### src/hdl/dcl_pkg.sv
// shared constants and types for the display, clock and logging command handler
package dcl_pkg;
  // ==========================================
  // timing
  localparam int unsigned CLK_HZ = 25_000_000;
  localparam int unsigned TICK_PERIOD_MS = 1000;
  localparam int unsigned TICK_CYCLES = CLK_HZ / 1000 * TICK_PERIOD_MS;
  localparam int unsigned SECS_PER_HOUR = 3600;
  localparam int unsigned SECS_PER_MIN = 60;

  // ==========================================
  // register offsets
  localparam logic [7:0] OFS_CMD = 8'h00;
  localparam logic [7:0] OFS_ARG0 = 8'h04;
  localparam logic [7:0] OFS_ARG1 = 8'h08;
  localparam logic [7:0] OFS_TXT = 8'h0c;
  localparam logic [7:0] OFS_RESP = 8'h10;
  localparam logic [7:0] OFS_VAL0 = 8'h14;
  localparam logic [7:0] OFS_VAL1 = 8'h18;
  localparam logic [7:0] OFS_STAT = 8'h1c;

  // ==========================================
  // field positions
  localparam int CMD_SET_BIT = 8;
  localparam int RESP_NEW_BIT = 16;
  localparam int TXT_IDX_LSB = 8;
  localparam int PM_BIT = 24;

  // ==========================================
  // limits and reset values
  localparam logic [7:0] MODE_MAX = 8'h09;
  localparam logic [7:0] DEC_MAX = 8'h06;
  localparam logic [4:0] EXT_LEN = 5'h10;
  localparam logic [4:0] STORED_LEN = 5'h0b;
  localparam logic [7:0] CHAR_MIN = 8'h20;
  localparam logic [7:0] CHAR_MAX = 8'h7f;
  localparam logic [7:0] SPACE = 8'h20;
  localparam logic [7:0] YEAR_MAX = 8'h63;
  localparam logic [7:0] MONTH_MAX = 8'h0c;
  localparam logic [7:0] DAY_MAX = 8'h1f;
  localparam logic [7:0] HOUR24_MAX = 8'h17;
  localparam logic [7:0] HOUR12_MAX = 8'h0c;
  localparam logic [7:0] IVL_HOUR_MAX = 8'h18;
  localparam logic [7:0] MINSEC_MAX = 8'h3b;
  localparam logic [3:0] MODE_RST = 4'h0;
  localparam logic [2:0] DEC_RST = 3'h6;

  typedef enum logic [3:0] {
    CMD_MODE, CMD_DECIMALS, CMD_EXT_TEXT, CMD_SETPOINT, CMD_STORED_TEXT,
    CMD_DATE_ORDER, CMD_HOUR_STYLE, CMD_CLOCK, CMD_LOG_NOW, CMD_LOG_ARM,
    CMD_LOG_ABORT, CMD_LOG_START, CMD_LOG_STOP, CMD_LOG_INTERVAL, CMD_WRITE_ENABLE
  } dcl_cmd_e;

  typedef enum logic [3:0] {
    RSP_NONE, RSP_ECHO, RSP_OK, RSP_ERR_L1, RSP_ERR_L2, RSP_ERR_L3,
    RSP_BUSY, RSP_LOG_OFF, RSP_REFUSED
  } dcl_rsp_e;

  // field order makes the packed value compare as time order
  typedef struct packed {
    logic [6:0] year;
    logic [3:0] mon;
    logic [4:0] day;
    logic [4:0] hour;
    logic [5:0] min;
    logic [5:0] sec;
  } dcl_time_s;

  localparam dcl_time_s CLOCK_RST = '{year: 7'h00, mon: 4'h1, day: 5'h01, hour: 5'h00, min: 6'h00, sec: 6'h00};
endpackage : dcl_pkg

### src/hdl/dcl_top.sv
// command handler for second display line, date/time formats, clock and data logging
// Notes on behaviour
// - second line mode accepts 0 to 9, default 0 (bar graph)
// - decimal limit 0 to 6; fewer shown if resolution short; 6 means maximum
// - external text up to 16 characters, codes 32 to 127 only
// - external text is set only, never read, needs no write enable
// - external text goes to the display only, never saved
// - pressure above the fixed setpoint raises the overpressure indication
// - stored text up to 11 characters, default spaces, kept nonvolatile
// - date order 0 is month/day/year, 1 is day/month/year
// - hour style 0 is twelve hour with am/pm, 1 is 24 hour
// - selected formats govern every date and time value read back
// - clock set not matching current formats is refused, clock unchanged
// - while logging, everything but abort answers busy
// - armed logging starts at start time and ends at stop time
// - arming refused: L1 memory full, L2 start past, L3 stop before start
// - abort stops logging, answers logging off, silent when idle
// - start and stop times written and read in selected formats
// - interval 00:00:00 to 24:59:59, default zero meaning fastest rate
//
// The implementer's own choices: the address map and the APB register port.
module dcl_top #(
  parameter int unsigned TICK_CYCLES = dcl_pkg::TICK_CYCLES
) (
  input wire logic pclk,
  input wire logic presetn,
  input wire logic psel,
  input wire logic penable,
  input wire logic pwrite,
  input wire logic [7:0] paddr,
  input wire logic [31:0] pwdata,
  output logic [31:0] prdata,
  output logic pready,
  output logic pslverr,
  input wire logic [31:0] pressure_value,
  input wire logic [31:0] overpressure_setpoint,
  input wire logic [2:0] resolution_places,
  input wire logic sample_strobe,
  input wire logic mem_full,
  output logic [3:0] second_line_mode_select,
  output logic [2:0] decimal_place_limit,
  output logic [127:0] external_line_text,
  output logic [87:0] stored_line_text,
  output logic stored_text_save,
  output logic overpressure_shown,
  output logic logging_active,
  output logic log_record
);
  // ==========================================
  // helpers
  function automatic logic [5:0] days_in(input logic [3:0] mon, input logic [6:0] yr);
    case (mon)
      4'h2: days_in = (yr[1:0] == 2'h0) ? 6'h1d : 6'h1c;
      4'h4, 4'h6, 4'h9, 4'hb: days_in = 6'h1e;
      default: days_in = 6'h1f;
    endcase
  endfunction : days_in

  function automatic dcl_pkg::dcl_time_s tick_time(input dcl_pkg::dcl_time_s t);
    tick_time = t;
    tick_time.sec = t.sec + 6'h01;
    if (8'(t.sec) == dcl_pkg::MINSEC_MAX)
    begin
      tick_time.sec = 6'h00;
      tick_time.min = t.min + 6'h01;
      if (8'(t.min) == dcl_pkg::MINSEC_MAX)
      begin
        tick_time.min = 6'h00;
        tick_time.hour = t.hour + 5'h01;
        if (8'(t.hour) == dcl_pkg::HOUR24_MAX)
        begin
          tick_time.hour = 5'h00;
          tick_time.day = t.day + 5'h01;
          if (6'(t.day) == days_in(t.mon, t.year))
          begin
            tick_time.day = 5'h01;
            tick_time.mon = t.mon + 4'h1;
            if (8'(t.mon) == dcl_pkg::MONTH_MAX)
            begin
              tick_time.mon = 4'h1;
              tick_time.year = (8'(t.year) == dcl_pkg::YEAR_MAX) ? 7'h00 : t.year + 7'h01;
            end
          end
        end
      end
    end
  endfunction : tick_time

  // date word {-, first, second, year}, time word {pm, hour, min, sec}, one byte each
  function automatic logic fmt_ok(input logic [31:0] a0, input logic [31:0] a1, input logic ord,
                                  input logic sty);
    logic [7:0] mon;
    logic [7:0] day;
    logic [7:0] hr;
    mon = ord ? a0[15:8] : a0[23:16];
    day = ord ? a0[23:16] : a0[15:8];
    hr = a1[23:16];
    fmt_ok = (mon != 8'h00) && (mon <= dcl_pkg::MONTH_MAX) && (day != 8'h00) && (day <= dcl_pkg::DAY_MAX)
      && (a0[7:0] <= dcl_pkg::YEAR_MAX) && (a1[15:8] <= dcl_pkg::MINSEC_MAX) && (a1[7:0] <= dcl_pkg::MINSEC_MAX)
      && (sty ? (hr <= dcl_pkg::HOUR24_MAX && !a1[dcl_pkg::PM_BIT]) : (hr != 8'h00 && hr <= dcl_pkg::HOUR12_MAX));
  endfunction : fmt_ok

  function automatic dcl_pkg::dcl_time_s fmt_to_time(input logic [31:0] a0, input logic [31:0] a1,
                                                     input logic ord, input logic sty);
    logic [4:0] h12;
    h12 = (a1[20:16] == 5'h0c) ? 5'h00 : a1[20:16];
    fmt_to_time.year = a0[6:0];
    fmt_to_time.mon = ord ? a0[11:8] : a0[19:16];
    fmt_to_time.day = ord ? a0[20:16] : a0[12:8];
    fmt_to_time.hour = sty ? a1[20:16] : h12 + (a1[dcl_pkg::PM_BIT] ? 5'h0c : 5'h00);
    fmt_to_time.min = a1[13:8];
    fmt_to_time.sec = a1[5:0];
  endfunction : fmt_to_time

  function automatic logic [63:0] time_to_fmt(input dcl_pkg::dcl_time_s t, input logic ord, input logic sty);
    logic [4:0] h12;
    logic pm;
    pm = (8'(t.hour) >= dcl_pkg::HOUR12_MAX);
    h12 = pm ? t.hour - 5'h0c : t.hour;
    if (h12 == 5'h00)
      h12 = 5'h0c;
    time_to_fmt[63:32] = {11'h000, ord ? t.day : 5'(t.mon), 3'h0, ord ? 5'(t.mon) : t.day, 1'b0, t.year};
    time_to_fmt[31:0] = {7'h00, !sty && pm, 3'h0, sty ? t.hour : h12, 2'h0, t.min, 2'h0, t.sec};
  endfunction : time_to_fmt

  function automatic logic text_ok(input logic [15:0] good, input logic [4:0] len, input logic [4:0] max);
    logic [16:0] mask;
    mask = (17'h00001 << len) - 17'h00001;
    text_ok = (len <= max) && ((good | ~mask[15:0]) == 16'hffff);
  endfunction : text_ok

  // ==========================================
  // state
  logic [31:0] arg0_reg;
  logic [31:0] arg1_reg;
  logic [8:0] last_cmd_reg;
  logic [7:0] stage_reg [16];
  logic [3:0] txt_idx_reg;
  logic [15:0] char_good;
  logic [7:0] ext_text_reg [16];
  logic [7:0] stored_text_reg [11];
  logic [3:0] mode_reg;
  logic [2:0] dec_limit_reg;
  logic date_order_reg;
  logic hour_style_reg;
  logic we_armed_reg;
  dcl_pkg::dcl_time_s now_reg;
  dcl_pkg::dcl_time_s start_reg;
  dcl_pkg::dcl_time_s stop_reg;
  logic [23:0] ivl_reg;
  logic [16:0] ivl_secs_reg;
  logic [16:0] ivl_cnt_reg;
  logic [31:0] tick_cnt_reg;
  logic sec_tick;
  logic log_active_reg;
  logic log_armed_reg;
  logic log_prog_reg;
  dcl_pkg::dcl_rsp_e rsp_reg;
  dcl_pkg::dcl_rsp_e rsp_next;
  logic rsp_new_reg;
  logic [31:0] val0_reg;
  logic [31:0] val1_reg;
  logic [31:0] val0_next;
  logic [31:0] val1_next;
  logic [31:0] stat_word;
  logic apply;

  // ==========================================
  // apb access, zero wait states
  logic wr_go;
  logic rd_done;
  logic mapped;
  logic cmd_go;
  logic is_set;
  dcl_pkg::dcl_cmd_e cmd;
  logic [63:0] now_fmt;

  assign pready = 1'b1;
  assign mapped = (paddr <= dcl_pkg::OFS_STAT) && (paddr[1:0] == 2'h0);
  assign pslverr = psel && penable && !mapped;
  assign wr_go = psel && penable && pwrite;
  assign rd_done = psel && penable && !pwrite && paddr == dcl_pkg::OFS_RESP;
  assign cmd_go = wr_go && paddr == dcl_pkg::OFS_CMD;
  assign is_set = pwdata[dcl_pkg::CMD_SET_BIT];
  assign cmd = dcl_pkg::dcl_cmd_e'(pwdata[3:0]);
  assign now_fmt = time_to_fmt(now_reg, date_order_reg, hour_style_reg);
  assign stat_word = {18'h00000, hour_style_reg, date_order_reg, 1'b0, decimal_place_limit, mode_reg,
                      we_armed_reg, overpressure_shown, log_armed_reg, log_active_reg};

  // read data is latched in the setup cycle so it comes from a flip-flop
  always_ff @(posedge pclk or negedge presetn)
  begin
    if (!presetn)
      prdata <= 32'h00000000;
    else if (psel && !penable && !pwrite)
    begin
      case (paddr)
        dcl_pkg::OFS_CMD: prdata <= {23'h000000, last_cmd_reg};
        dcl_pkg::OFS_ARG0: prdata <= arg0_reg;
        dcl_pkg::OFS_ARG1: prdata <= arg1_reg;
        dcl_pkg::OFS_TXT: prdata <= (txt_idx_reg < 4'hb) ? {24'h000000, stored_text_reg[txt_idx_reg]} : 32'h00000000;
        dcl_pkg::OFS_RESP: prdata <= {15'h0000, rsp_new_reg, 7'h00, last_cmd_reg[8], last_cmd_reg[3:0], rsp_reg};
        dcl_pkg::OFS_VAL0: prdata <= val0_reg;
        dcl_pkg::OFS_VAL1: prdata <= val1_reg;
        dcl_pkg::OFS_STAT: prdata <= stat_word;
        default: prdata <= 32'h00000000;
      endcase
    end
  end

  always_ff @(posedge pclk or negedge presetn)
  begin
    if (!presetn)
    begin
      arg0_reg <= 32'h00000000;
      arg1_reg <= 32'h00000000;
      txt_idx_reg <= 4'h0;
      last_cmd_reg <= 9'h000;
    end
    else
    begin
      if (wr_go && paddr == dcl_pkg::OFS_ARG0)
        arg0_reg <= pwdata;
      if (wr_go && paddr == dcl_pkg::OFS_ARG1)
        arg1_reg <= pwdata;
      if (wr_go && paddr == dcl_pkg::OFS_TXT)
        txt_idx_reg <= pwdata[dcl_pkg::TXT_IDX_LSB +: 4];
      if (cmd_go)
        last_cmd_reg <= pwdata[8:0];
    end
  end

  // ==========================================
  // text staging and character check
  genvar gi;
  generate
    for (gi = 0; gi < 16; gi++)
    begin : g_stage
      always_ff @(posedge pclk or negedge presetn)
      begin
        if (!presetn)
          stage_reg[gi] <= dcl_pkg::SPACE;
        else if (wr_go && paddr == dcl_pkg::OFS_TXT && pwdata[dcl_pkg::TXT_IDX_LSB +: 4] == 4'(gi))
          stage_reg[gi] <= pwdata[7:0];
      end
      assign char_good[gi] = stage_reg[gi] >= dcl_pkg::CHAR_MIN && stage_reg[gi] <= dcl_pkg::CHAR_MAX;
      // display-only copy, lost at power off and never written back
      always_ff @(posedge pclk or negedge presetn)
      begin
        if (!presetn)
          ext_text_reg[gi] <= dcl_pkg::SPACE;
        else if (cmd_go && cmd == dcl_pkg::CMD_EXT_TEXT && rsp_next == dcl_pkg::RSP_ECHO)
          ext_text_reg[gi] <= (5'(gi) < arg0_reg[4:0]) ? stage_reg[gi] : dcl_pkg::SPACE;
      end
      assign external_line_text[gi*8 +: 8] = ext_text_reg[gi];
      if (gi < 11)
      begin : g_stored
        always_ff @(posedge pclk or negedge presetn)
        begin
          if (!presetn)
            stored_text_reg[gi] <= dcl_pkg::SPACE;
          else if (apply && cmd == dcl_pkg::CMD_STORED_TEXT)
            stored_text_reg[gi] <= (5'(gi) < arg0_reg[4:0]) ? stage_reg[gi] : dcl_pkg::SPACE;
        end
        assign stored_line_text[gi*8 +: 8] = stored_text_reg[gi];
      end
    end
  endgenerate

  // ==========================================
  // command decode
  logic set_valid;
  always_comb
  begin
    set_valid = 1'b0;
    unique case (cmd)
      dcl_pkg::CMD_MODE: set_valid = arg0_reg <= 32'(dcl_pkg::MODE_MAX);
      dcl_pkg::CMD_DECIMALS: set_valid = arg0_reg <= 32'(dcl_pkg::DEC_MAX);
      dcl_pkg::CMD_STORED_TEXT: set_valid = text_ok(char_good, arg0_reg[4:0], dcl_pkg::STORED_LEN);
      dcl_pkg::CMD_DATE_ORDER, dcl_pkg::CMD_HOUR_STYLE: set_valid = arg0_reg <= 32'h00000001;
      dcl_pkg::CMD_CLOCK, dcl_pkg::CMD_LOG_START, dcl_pkg::CMD_LOG_STOP:
        set_valid = fmt_ok(arg0_reg, arg1_reg, date_order_reg, hour_style_reg);
      dcl_pkg::CMD_LOG_INTERVAL:
        set_valid = arg1_reg[31:24] == 8'h00 && arg1_reg[23:16] <= dcl_pkg::IVL_HOUR_MAX
          && arg1_reg[15:8] <= dcl_pkg::MINSEC_MAX && arg1_reg[7:0] <= dcl_pkg::MINSEC_MAX;
      default: set_valid = 1'b0;
    endcase
  end

  always_comb
  begin
    rsp_next = dcl_pkg::RSP_NONE;
    apply = 1'b0;
    if (log_active_reg && cmd != dcl_pkg::CMD_LOG_ABORT)
      rsp_next = dcl_pkg::RSP_BUSY;
    else
    begin
      case (cmd)
        dcl_pkg::CMD_WRITE_ENABLE: rsp_next = dcl_pkg::RSP_NONE;
        dcl_pkg::CMD_LOG_NOW: rsp_next = dcl_pkg::RSP_OK;
        dcl_pkg::CMD_LOG_ARM:
          if (mem_full)
            rsp_next = dcl_pkg::RSP_ERR_L1;
          else if (start_reg < now_reg)
            rsp_next = dcl_pkg::RSP_ERR_L2;
          else if (stop_reg < start_reg)
            rsp_next = dcl_pkg::RSP_ERR_L3;
          else
            rsp_next = dcl_pkg::RSP_OK;
        dcl_pkg::CMD_LOG_ABORT:
          rsp_next = (log_active_reg || log_armed_reg) ? dcl_pkg::RSP_LOG_OFF : dcl_pkg::RSP_NONE;
        dcl_pkg::CMD_EXT_TEXT:
          rsp_next = (is_set && text_ok(char_good, arg0_reg[4:0], dcl_pkg::EXT_LEN)) ? dcl_pkg::RSP_ECHO
                     : dcl_pkg::RSP_REFUSED;
        dcl_pkg::CMD_SETPOINT: rsp_next = is_set ? dcl_pkg::RSP_REFUSED : dcl_pkg::RSP_ECHO;
        default:
          if (!is_set)
            rsp_next = (cmd == dcl_pkg::CMD_STORED_TEXT || 4'(cmd) < 4'hf) ? dcl_pkg::RSP_ECHO
                       : dcl_pkg::RSP_REFUSED;
          else if (!we_armed_reg)
            rsp_next = dcl_pkg::RSP_NONE;
          else if (set_valid)
          begin
            rsp_next = dcl_pkg::RSP_ECHO;
            apply = cmd_go;
          end
          else
            rsp_next = dcl_pkg::RSP_REFUSED;
      endcase
    end
  end

  // echo of a set returns the written words; a read returns current state in current formats, except stored text, which returns its length limit
  always_comb
  begin
    val0_next = arg0_reg;
    val1_next = arg1_reg;
    if (!is_set)
    begin
      val1_next = 32'h00000000;
      case (cmd)
        dcl_pkg::CMD_MODE: val0_next = {28'h0000000, mode_reg};
        dcl_pkg::CMD_DECIMALS: val0_next = {29'h00000000, dec_limit_reg};
        dcl_pkg::CMD_SETPOINT: val0_next = overpressure_setpoint;
        dcl_pkg::CMD_STORED_TEXT: val0_next = 32'(dcl_pkg::STORED_LEN);
        dcl_pkg::CMD_DATE_ORDER: val0_next = {31'h00000000, date_order_reg};
        dcl_pkg::CMD_HOUR_STYLE: val0_next = {31'h00000000, hour_style_reg};
        dcl_pkg::CMD_CLOCK: {val0_next, val1_next} = now_fmt;
        dcl_pkg::CMD_LOG_START: {val0_next, val1_next} = time_to_fmt(start_reg, date_order_reg, hour_style_reg);
        dcl_pkg::CMD_LOG_STOP: {val0_next, val1_next} = time_to_fmt(stop_reg, date_order_reg, hour_style_reg);
        dcl_pkg::CMD_LOG_INTERVAL: val1_next = {8'h00, ivl_reg};
        default: val0_next = 32'h00000000;
      endcase
    end
  end

  always_ff @(posedge pclk or negedge presetn)
  begin
    if (!presetn)
    begin
      rsp_reg <= dcl_pkg::RSP_NONE;
      rsp_new_reg <= 1'b0;
      val0_reg <= 32'h00000000;
      val1_reg <= 32'h00000000;
      we_armed_reg <= 1'b0;
    end
    else
    begin
      // a new answer in the cycle of the response read keeps the flag set
      if (cmd_go)
      begin
        rsp_reg <= rsp_next;
        rsp_new_reg <= rsp_next != dcl_pkg::RSP_NONE;
        val0_reg <= val0_next;
        val1_reg <= val1_next;
      end
      else if (rd_done)
        rsp_new_reg <= 1'b0;
      if (cmd_go)
        we_armed_reg <= cmd == dcl_pkg::CMD_WRITE_ENABLE && !log_active_reg;
    end
  end

  // ==========================================
  // display settings
  always_ff @(posedge pclk or negedge presetn)
  begin
    if (!presetn)
    begin
      mode_reg <= dcl_pkg::MODE_RST;
      dec_limit_reg <= dcl_pkg::DEC_RST;
      date_order_reg <= 1'b0;
      hour_style_reg <= 1'b0;
      decimal_place_limit <= dcl_pkg::DEC_RST;
      overpressure_shown <= 1'b0;
      stored_text_save <= 1'b0;
    end
    else
    begin
      if (apply && cmd == dcl_pkg::CMD_MODE)
        mode_reg <= arg0_reg[3:0];
      if (apply && cmd == dcl_pkg::CMD_DECIMALS)
        dec_limit_reg <= arg0_reg[2:0];
      if (apply && cmd == dcl_pkg::CMD_DATE_ORDER)
        date_order_reg <= arg0_reg[0];
      if (apply && cmd == dcl_pkg::CMD_HOUR_STYLE)
        hour_style_reg <= arg0_reg[0];
      decimal_place_limit <= (dec_limit_reg == dcl_pkg::DEC_MAX[2:0] || resolution_places < dec_limit_reg)
                             ? resolution_places : dec_limit_reg;
      overpressure_shown <= pressure_value > overpressure_setpoint;
      // each save costs the nonvolatile store one of its limited write cycles
      stored_text_save <= apply && cmd == dcl_pkg::CMD_STORED_TEXT;
    end
  end
  assign second_line_mode_select = mode_reg;

  // ==========================================
  // clock
  assign sec_tick = tick_cnt_reg == 32'(TICK_CYCLES - 1);
  always_ff @(posedge pclk or negedge presetn)
  begin
    if (!presetn)
    begin
      tick_cnt_reg <= 32'h00000000;
      now_reg <= dcl_pkg::CLOCK_RST;
      start_reg <= dcl_pkg::CLOCK_RST;
      stop_reg <= dcl_pkg::CLOCK_RST;
      ivl_reg <= 24'h000000;
      ivl_secs_reg <= 17'h00000;
    end
    else
    begin
      tick_cnt_reg <= sec_tick ? 32'h00000000 : tick_cnt_reg + 32'h00000001;
      if (apply && cmd == dcl_pkg::CMD_CLOCK)
      begin
        now_reg <= fmt_to_time(arg0_reg, arg1_reg, date_order_reg, hour_style_reg);
        tick_cnt_reg <= 32'h00000000;
      end
      else if (sec_tick)
        now_reg <= tick_time(now_reg);
      if (apply && cmd == dcl_pkg::CMD_LOG_START)
        start_reg <= fmt_to_time(arg0_reg, arg1_reg, date_order_reg, hour_style_reg);
      if (apply && cmd == dcl_pkg::CMD_LOG_STOP)
        stop_reg <= fmt_to_time(arg0_reg, arg1_reg, date_order_reg, hour_style_reg);
      if (apply && cmd == dcl_pkg::CMD_LOG_INTERVAL)
      begin
        ivl_reg <= arg1_reg[23:0];
        ivl_secs_reg <= 17'(32'(arg1_reg[20:16]) * dcl_pkg::SECS_PER_HOUR
                            + 32'(arg1_reg[13:8]) * dcl_pkg::SECS_PER_MIN + 32'(arg1_reg[5:0]));
      end
    end
  end

  // ==========================================
  // logging control
  always_ff @(posedge pclk or negedge presetn)
  begin
    if (!presetn)
    begin
      log_active_reg <= 1'b0;
      log_armed_reg <= 1'b0;
      log_prog_reg <= 1'b0;
      ivl_cnt_reg <= 17'h00000;
      log_record <= 1'b0;
    end
    else
    begin
      log_record <= 1'b0;
      if (cmd_go && cmd == dcl_pkg::CMD_LOG_ABORT)
      begin
        log_active_reg <= 1'b0;
        log_armed_reg <= 1'b0;
        log_prog_reg <= 1'b0;
      end
      else if (cmd_go && rsp_next == dcl_pkg::RSP_OK && cmd == dcl_pkg::CMD_LOG_NOW)
      begin
        log_active_reg <= 1'b1;
        log_prog_reg <= 1'b0;
        ivl_cnt_reg <= 17'h00000;
      end
      else if (cmd_go && rsp_next == dcl_pkg::RSP_OK && cmd == dcl_pkg::CMD_LOG_ARM)
        log_armed_reg <= 1'b1;
      else if (log_armed_reg && now_reg >= start_reg)
      begin
        log_armed_reg <= 1'b0;
        log_active_reg <= 1'b1;
        log_prog_reg <= 1'b1;
        ivl_cnt_reg <= 17'h00000;
      end
      else if (log_active_reg && log_prog_reg && now_reg >= stop_reg)
      begin
        log_active_reg <= 1'b0;
        log_prog_reg <= 1'b0;
      end
      else if (log_active_reg)
      begin
        if (ivl_secs_reg == 17'h00000)
          log_record <= sample_strobe;
        else if (sec_tick)
        begin
          ivl_cnt_reg <= (ivl_cnt_reg + 17'h00001 == ivl_secs_reg) ? 17'h00000 : ivl_cnt_reg + 17'h00001;
          log_record <= ivl_cnt_reg + 17'h00001 == ivl_secs_reg;
        end
      end
    end
  end
  assign logging_active = log_active_reg;
endmodule : dcl_top

### config.mk
export PLATFORM = sky130hd
export DESIGN_NAME = dcl_top
export DESIGN_NICKNAME = d
export VERILOG_FILES = /design/src/hdl/dcl_pkg.sv /design/src/hdl/dcl_top.sv
export SDC_FILE = /design/constraint.sdc
export NUM_CORES = 2
export LEC_CHECK = 0
export ABC_AREA = 0
export BUFFER_PORTS_ARGS = -buffer_cell sky130_fd_sc_hd__buf_4
export CAP_MARGIN = 25
export CORE_MARGIN = 3
export CORE_UTILIZATION = 25
export DETAILED_ROUTE_END_ITERATION = 10
export GPL_ROUTABILITY_DRIVEN = 0
export PLACE_DENSITY = 0.47
export SLEW_MARGIN = 15
export SYNTH_ARGS = -nofsm -noshare
export SYNTH_HDL_FRONTEND = slang
export SYNTH_SLANG_ARGS = --single-unit
### constraint.sdc
create_clock -name pclk -period 6.37 [get_ports pclk]
set_input_delay 1.911 -clock pclk [delete_from_list [all_inputs] [get_ports pclk]]
set_output_delay 1.911 -clock pclk [all_outputs]
set_load 0.02 [all_outputs]
## Word-level counts from Yosys, hierarchy flattened

Index checks and enable logic that the tools add are counted.
W data, S select, Z words.

| cells by class | value |
|---|---|
| order comparisons | 74 |
| $add $sub $neg | 15 |
| equal/unequal tests | 60 |
| $mul | 2 |
| mux-type cells | 113 |
| reduce and logical (&&, ||, !) cells | 128 |
| shifts and indexed selects | 1 |
| bitwise gates (word level) | 4 |

Operators by type and width:

| kind | number |
|---|---|
| $pmux W32 S10 | 1 |
| $pmux W32 S8 | 1 |
| $mux W8 | 21 |
| $le A8 B7 Y1 const B | 17 |
| $mux W17 | 8 |
| $ge A8 B6 Y1 const B | 16 |
| $mux W32 | 4 |
| $pmux W25 S4 | 1 |
| $mux W33 | 3 |
| $mux W5 | 18 |
| $logic_and A1 B1 Y1 | 82 |
| $eq A4 B4 Y1 const B | 18 |
| $ge A33 B33 Y1 | 2 |
| $lt A33 B33 Y1 | 2 |
| $eq A4 B3 Y1 const B | 10 |
| $lt A4 B5 Y1 const A | 8 |
| $mux W4 | 9 |
| $add A32 B1 Y32 const B | 1 |
| $bmux W8 S4 | 1 |
| $eq A32 B25 Y1 const B | 1 |
| $eq A8 B5 Y1 const B | 4 |
| $gt A32 B32 Y1 | 1 |
| $le A32 B1 Y1 const B | 1 |
| $le A32 B3 Y1 const B | 1 |
| 76 further kinds | 166 |

| word-level totals | value |
|---|---|
| output and inout bits | 261 |
| register bits | 730 |
| word-level logic and storage cells | 483 |
| bits of input ports | 114 |

## Longest topological paths before layout

| depth | value |
|---|---|
| depth in word-level cells | 24 |
| gate-level depth with buffers | 20 |
| gate-level depth less buffers | 19 |

## Least setup slack after synthesis

No wires, ideal clock.

| timing | value |
|---|---|
| path kind | in2out |
| start point | input port paddr[5] |
| end point | output port pslverr |
| stages on the path | 3 |
| arrival | 2.715 ns |
| buffers on the path | 0 |
| setup slack | 1.744 ns |
| data required time | 4.459 ns |
| path through | or3_1 > nor3_1 > nor2_1 |

| on the way | value |
|---|---|
| longest elaborated chain between the ends | 4 |

Ends and longest elaborated chain:

| item | line | RTL |
|---|---|---|
| from (decl) | dcl_top.sv:30 | `input wire logic [7:0] paddr,` |
| $le A8 B5 Y1 | dcl_top.sv:179 | `assign mapped = (paddr <= dcl_pkg::OFS_STAT) && (paddr[1:0] == 2'h0);` |
| $logic_and A1 B1 Y1 | dcl_top.sv:179 |  |
| $logic_not A1 Y1 | dcl_top.sv:180 | `assign pslverr = psel && penable && !mapped;` |
| $logic_and A1 B1 Y1 | dcl_top.sv:180 |  |
| to (decl) | dcl_top.sv:34 | `output logic pslverr,` |

No other way between the ends.

## Final worst setup path

| timing | value |
|---|---|
| start point | register arg0_reg[4] |
| end point | register ext_text_reg (netlist bit external_line_text[65]) |

| on the way | value |
|---|---|
| longest elaborated chain between the ends | 14 |
| elaborated cells on any way between the ends | 29 |
| those cells by class | add/sub: 1; order compare: 7; eq/ne: 2; shift: 1; mux: 8; bitwise: 2; reduce/logical: 8 |

Ends and longest elaborated chain:

| item | line | RTL |
|---|---|---|
| from (decl) | dcl_top.sv:134 | `logic [31:0] arg0_reg;` |
| from (signal assigned) | dcl_top.sv:223 | `arg0_reg <= pwdata;` |
| $shl A1 B5 Y16 | dcl_top.sv:128 | `mask = (17'h00001 << len) - 17'h00001;` |
| $sub A16 B1 Y16 | dcl_top.sv:128 |  |
| $not A16 Y16 | dcl_top.sv:129 | `text_ok = (len <= max) && ((good \| ~mask[15:0]) == 16'hffff);` |
| $or A16 B16 Y16 | dcl_top.sv:129 |  |
| $eq A16 B16 Y1 | dcl_top.sv:129 |  |
| $logic_and A1 B1 Y1 | dcl_top.sv:129 |  |
| $pmux W1 S6 | dcl_top.sv:276 | `unique case (cmd)` |
| $mux W4 | dcl_top.sv:322 | `else if (set_valid)` |
| $mux W4 | dcl_top.sv:320 | `else if (!we_armed_reg)` |
| $mux W4 | dcl_top.sv:317 | `if (!is_set)` |
| $pmux W4 S6 | dcl_top.sv:298 | `case (cmd)` |
| $mux W4 | dcl_top.sv:294 | `if (log_active_reg && cmd != dcl_pkg::CMD_LOG_ABORT)` |
| $eq A4 B1 Y1 | dcl_top.sv:252 | `else if (cmd_go && cmd == dcl_pkg::CMD_EXT_TEXT && rsp_next == dcl_pkg::RSP_ECHO)` |
| $logic_and A1 B1 Y1 | dcl_top.sv:252 |  |
| to (signal, indexed assignment) | dcl_top.sv:251 | `ext_text_reg[gi] <= dcl_pkg::SPACE;` |
| to (signal, indexed assignment) | dcl_top.sv:253 | `ext_text_reg[gi] <= (5'(gi) < arg0_reg[4:0]) ? stage_reg[gi] : dcl_pkg::SPACE;` |
| to (decl) | dcl_top.sv:140 | `logic [7:0] ext_text_reg [16];` |

Several ways; a longest one is shown, not always the timed one.
A chain may end at the register's enable or synchronous reset.

==> impl_metrics.tcl <==
set metrics [dict create \
    critPathBufInv 2 \
    hold_path.class "reg -> reg" \
    wl_mm 154 \
    slew_viol_final 0 \
    power_leakage_uw 0.0214 \
    final_common_cell "dfrtp_1" \
    slowest_stage "or4b_4" \
    io_pins 375 \
    root_buffer "clkbuf_16" \
    grt_overflow 0 \
    status "complete, no violations" \
    antenna_found_initial 14 \
    dp_hpwl_mm 114 \
    p_switching_uw 2820 \
    multiInputGateArea_sq_um 18800 \
    worstHoldEndpoint "val1_reg[31]" \
    setup_viol 0 \
    drc 0 \
    cp_top_family "simple AND/OR/NAND/NOR gates" \
    tightest_slew_ns 1.06 \
    dp.cells 6320 \
    worstPathCellList "buf_4 -> nor4_1 -> nand2_1 -> ha_1 -> a32oi_1 -> o2111ai_1 -> nor4_1 -> nand4_1 -> a21oi_1 -> nand4b_2 -> or4b_4 -> buf_4 -> nand2_1 -> o21ai_0" \
    yosysUniqueCellTypes 88 \
    rows 144 \
    fin_cells 6486 \
    swShare_pct 25.8 \
    cts_buffers 87 \
    hold_start "val1_reg[31]" \
    relSlewSlack_pct 28.5 \
    final_core_util_pct 30.5 \
    fill_cells 16300 \
    syn-cell-area_sq_um 38900 \
    r2r-start "arg0_reg[4]" \
    period_minus_slack_ns 5.16 \
    synth_seq_cells 728 \
    ys.flop_type "dfrtp_1" \
    syn_nets 4407 \
    final_cell_mix "675 x dfrtp_1, 639 x nand2_1, 443 x buf_4, 320 x o21ai_0, 252 x nor2_1" \
    post_drt_wl_per_cell_microns 23.7 \
    vias 32500 \
    cp.required_ns 6.93 \
    r2r_cells 14 \
    ys_seq_area_share_pct 47.0 \
    fin_worst_hold_slack_ns 0.469 \
    synth_area_per_cell_sq_um 9.55 \
    syn_inst 4071 \
    via_per_inst 5.00 \
    period_share_pct 81.0 \
    worstReg2RegEnd "external_line_text[65]" \
    insertion_delay_ns 0.74 \
    grt_max_degree 117 \
    post-cts-setup-buffer-count 0 \
    cts.clk_slew.worst_paths_ns 0.06 \
    p_clk_share_pct 48.8 \
    arrival_ns 5.72 \
    clockBufferDepth 3 \
    cts_tree "yes" \
    reg2reg_slack_ns 1.21 \
    rsz0062_at_grt "no" \
    end_kind "register" \
    worst_hold_path.num_cells 2 \
    fp.dieW_microns 400 \
    regArea_sq_um 18300 \
    intPower_uw 8100 \
    grt_pass1_wl_mm 227 \
    firstDrtPassIters 8 \
    antenna_left 0 \
    track_usage_pct 18.8 \
    drt_iter0_markers 2802 \
    core_area_sq_um 154000 \
    drive_gt1_share_pct 20.8 \
    ir_drop_mv 0.200 \
    htreeDepth 3 \
    cts_resized 0 \
    port_buffers 373 \
    fin_tns_setup_ns 0 \
    clock_sinks 728 \
    p_per_area_nw_per_um2 232 \
    synth_edf_count 0 \
    yosys_warnings 0 \
    max_freq_mhz 194 \
    nets 4701 \
    cts_hold_buf 0 \
    pwr-share-comb_pct 7.9 \
    hold_viol 0 \
    synthArstFlopShare_pct 100 \
    cp_max_fo 72 \
    cp-start-kind "register" \
    drv_cap 0 \
    skew_ns 0.0672 \
    seqPwrFrac_pct 43.3 \
    dieArea_sq_um 160000 \
    area_delta_synth_final_pct 21.1 \
    grt_pass1_vias 32100 \
    die_y_microns 400 \
    initial_core_util_pct 25.2 \
    slowest_delay_ns 0.84 \
    worstSetupPathType "reg -> reg" \
]
==> worst register-to-register path, cell delays in order (launching register included) <==
cell       delay (ns)
dfrtp_1          0.40
buf_4            0.20
nor4_1           0.70
nand2_1          0.12
ha_1             0.42
a32oi_1          0.29
o2111ai_1        0.14
nor4_1           0.57
nand4_1          0.24
a21oi_1          0.19
nand4b_2         0.17
or4b_4           0.84
buf_4            0.47
nand2_1          0.14
o21ai_0          0.08
==> power groups by stage <==
stage	Sequential (uW)	Combinational (uW)	Clock, uW
2_1_floorplan	4810	407	0
4_1_cts	4720	877	5450
6_report	4720	863	5330
3_3_place_gp	4810	870	0
5_1_grt	4730	954	5650
3_5_place_dp	4810	872	0
==> stage by stage <==
stage	total power, uW	setup slack [ns]	area (sq um)
after floorplan	5220	1.74	38900
after global placement	5680	0.822	44000
after detailed placement	5680	0.746	44000
after CTS	11100	1.25	47100
after global routing	11300	0.840	47100
final	10900	1.21	47100
==> kinds of logic after synthesis <==
| family | after synthesis | synth area share [%] |
|---|---|---|
| flops | 728 | 47.0 |
| fa+ha+maj | 222 | 7.45 |
| other cells | 1 | 0.00965 |
| buf+inv | 463 | 4.84 |
| simple gates | 1274 | 14.7 |
| xor+xnor | 80 | 1.80 |
| mux | 243 | 7.40 |
| compound gates | 1060 | 16.8 |
==> metal layers <==
layer | track usage (%) | wire, microns
met1 | 25.9 | 69600
met2 | 30.4 | 71300
met3 | 3.06 | 8960
met4 | 5.24 | 3810
met5 | 0 | 34
==> area by class of cell <==
class / count / area share, %
Tap cell: 2044 / 5.43
Timing Repair Buffer: 455 / 7.56
Sequential cell: 728 / 38.8
Clock inverter: 31 / 1.15
Inverter: 213 / 1.70
Multi-Input combinational cell: 2880 / 39.9
Clock buffer: 130 / 5.39
Antenna cell: 5 / 0.0266
==> worst max-delay path by stage <==
stage                     slack (ns)  cells past startpoint         from                      to
final                           1.21                     14  arg0_reg[4]  external_line_text[65]
after global routing            0.84                     15  arg0_reg[4]  external_line_text[65]
after CTS                       1.25                     14  arg0_reg[4]  external_line_text[65]
after detailed placement        0.75                     11    pwdata[2]   external_line_text[7]
after global placement          0.82                     12    pwdata[2]  external_line_text[65]
after floorplan                 1.74                      3     paddr[5]                 pslverr
==> cells in the mapped netlist, types with 33 or more instances <==
cell type  number  area [sq um]
nand4_1        41           257
xnor2_1        45           394
dfstp_2        53          1390
inv_1         211           792
a31oi_1        41           257
clkbuf_1      198           743
a21oi_1       217          1090
nand3_1        79           395
dfrtp_1       675         16900
ha_1          206          2580
nor2_1        258           968
nand2_1       641          2410
a222oi_1       44           440
nor3_1         43           215
mux2_2        196          2210
nor4_1         33           206
xor2_1         35           307
o21ai_0       320          1600
o21ai_1       113           566
a221oi_1       41           359
o22ai_1        34           213
a22oi_1        49           368
Power figures use the tool's default switching activity.
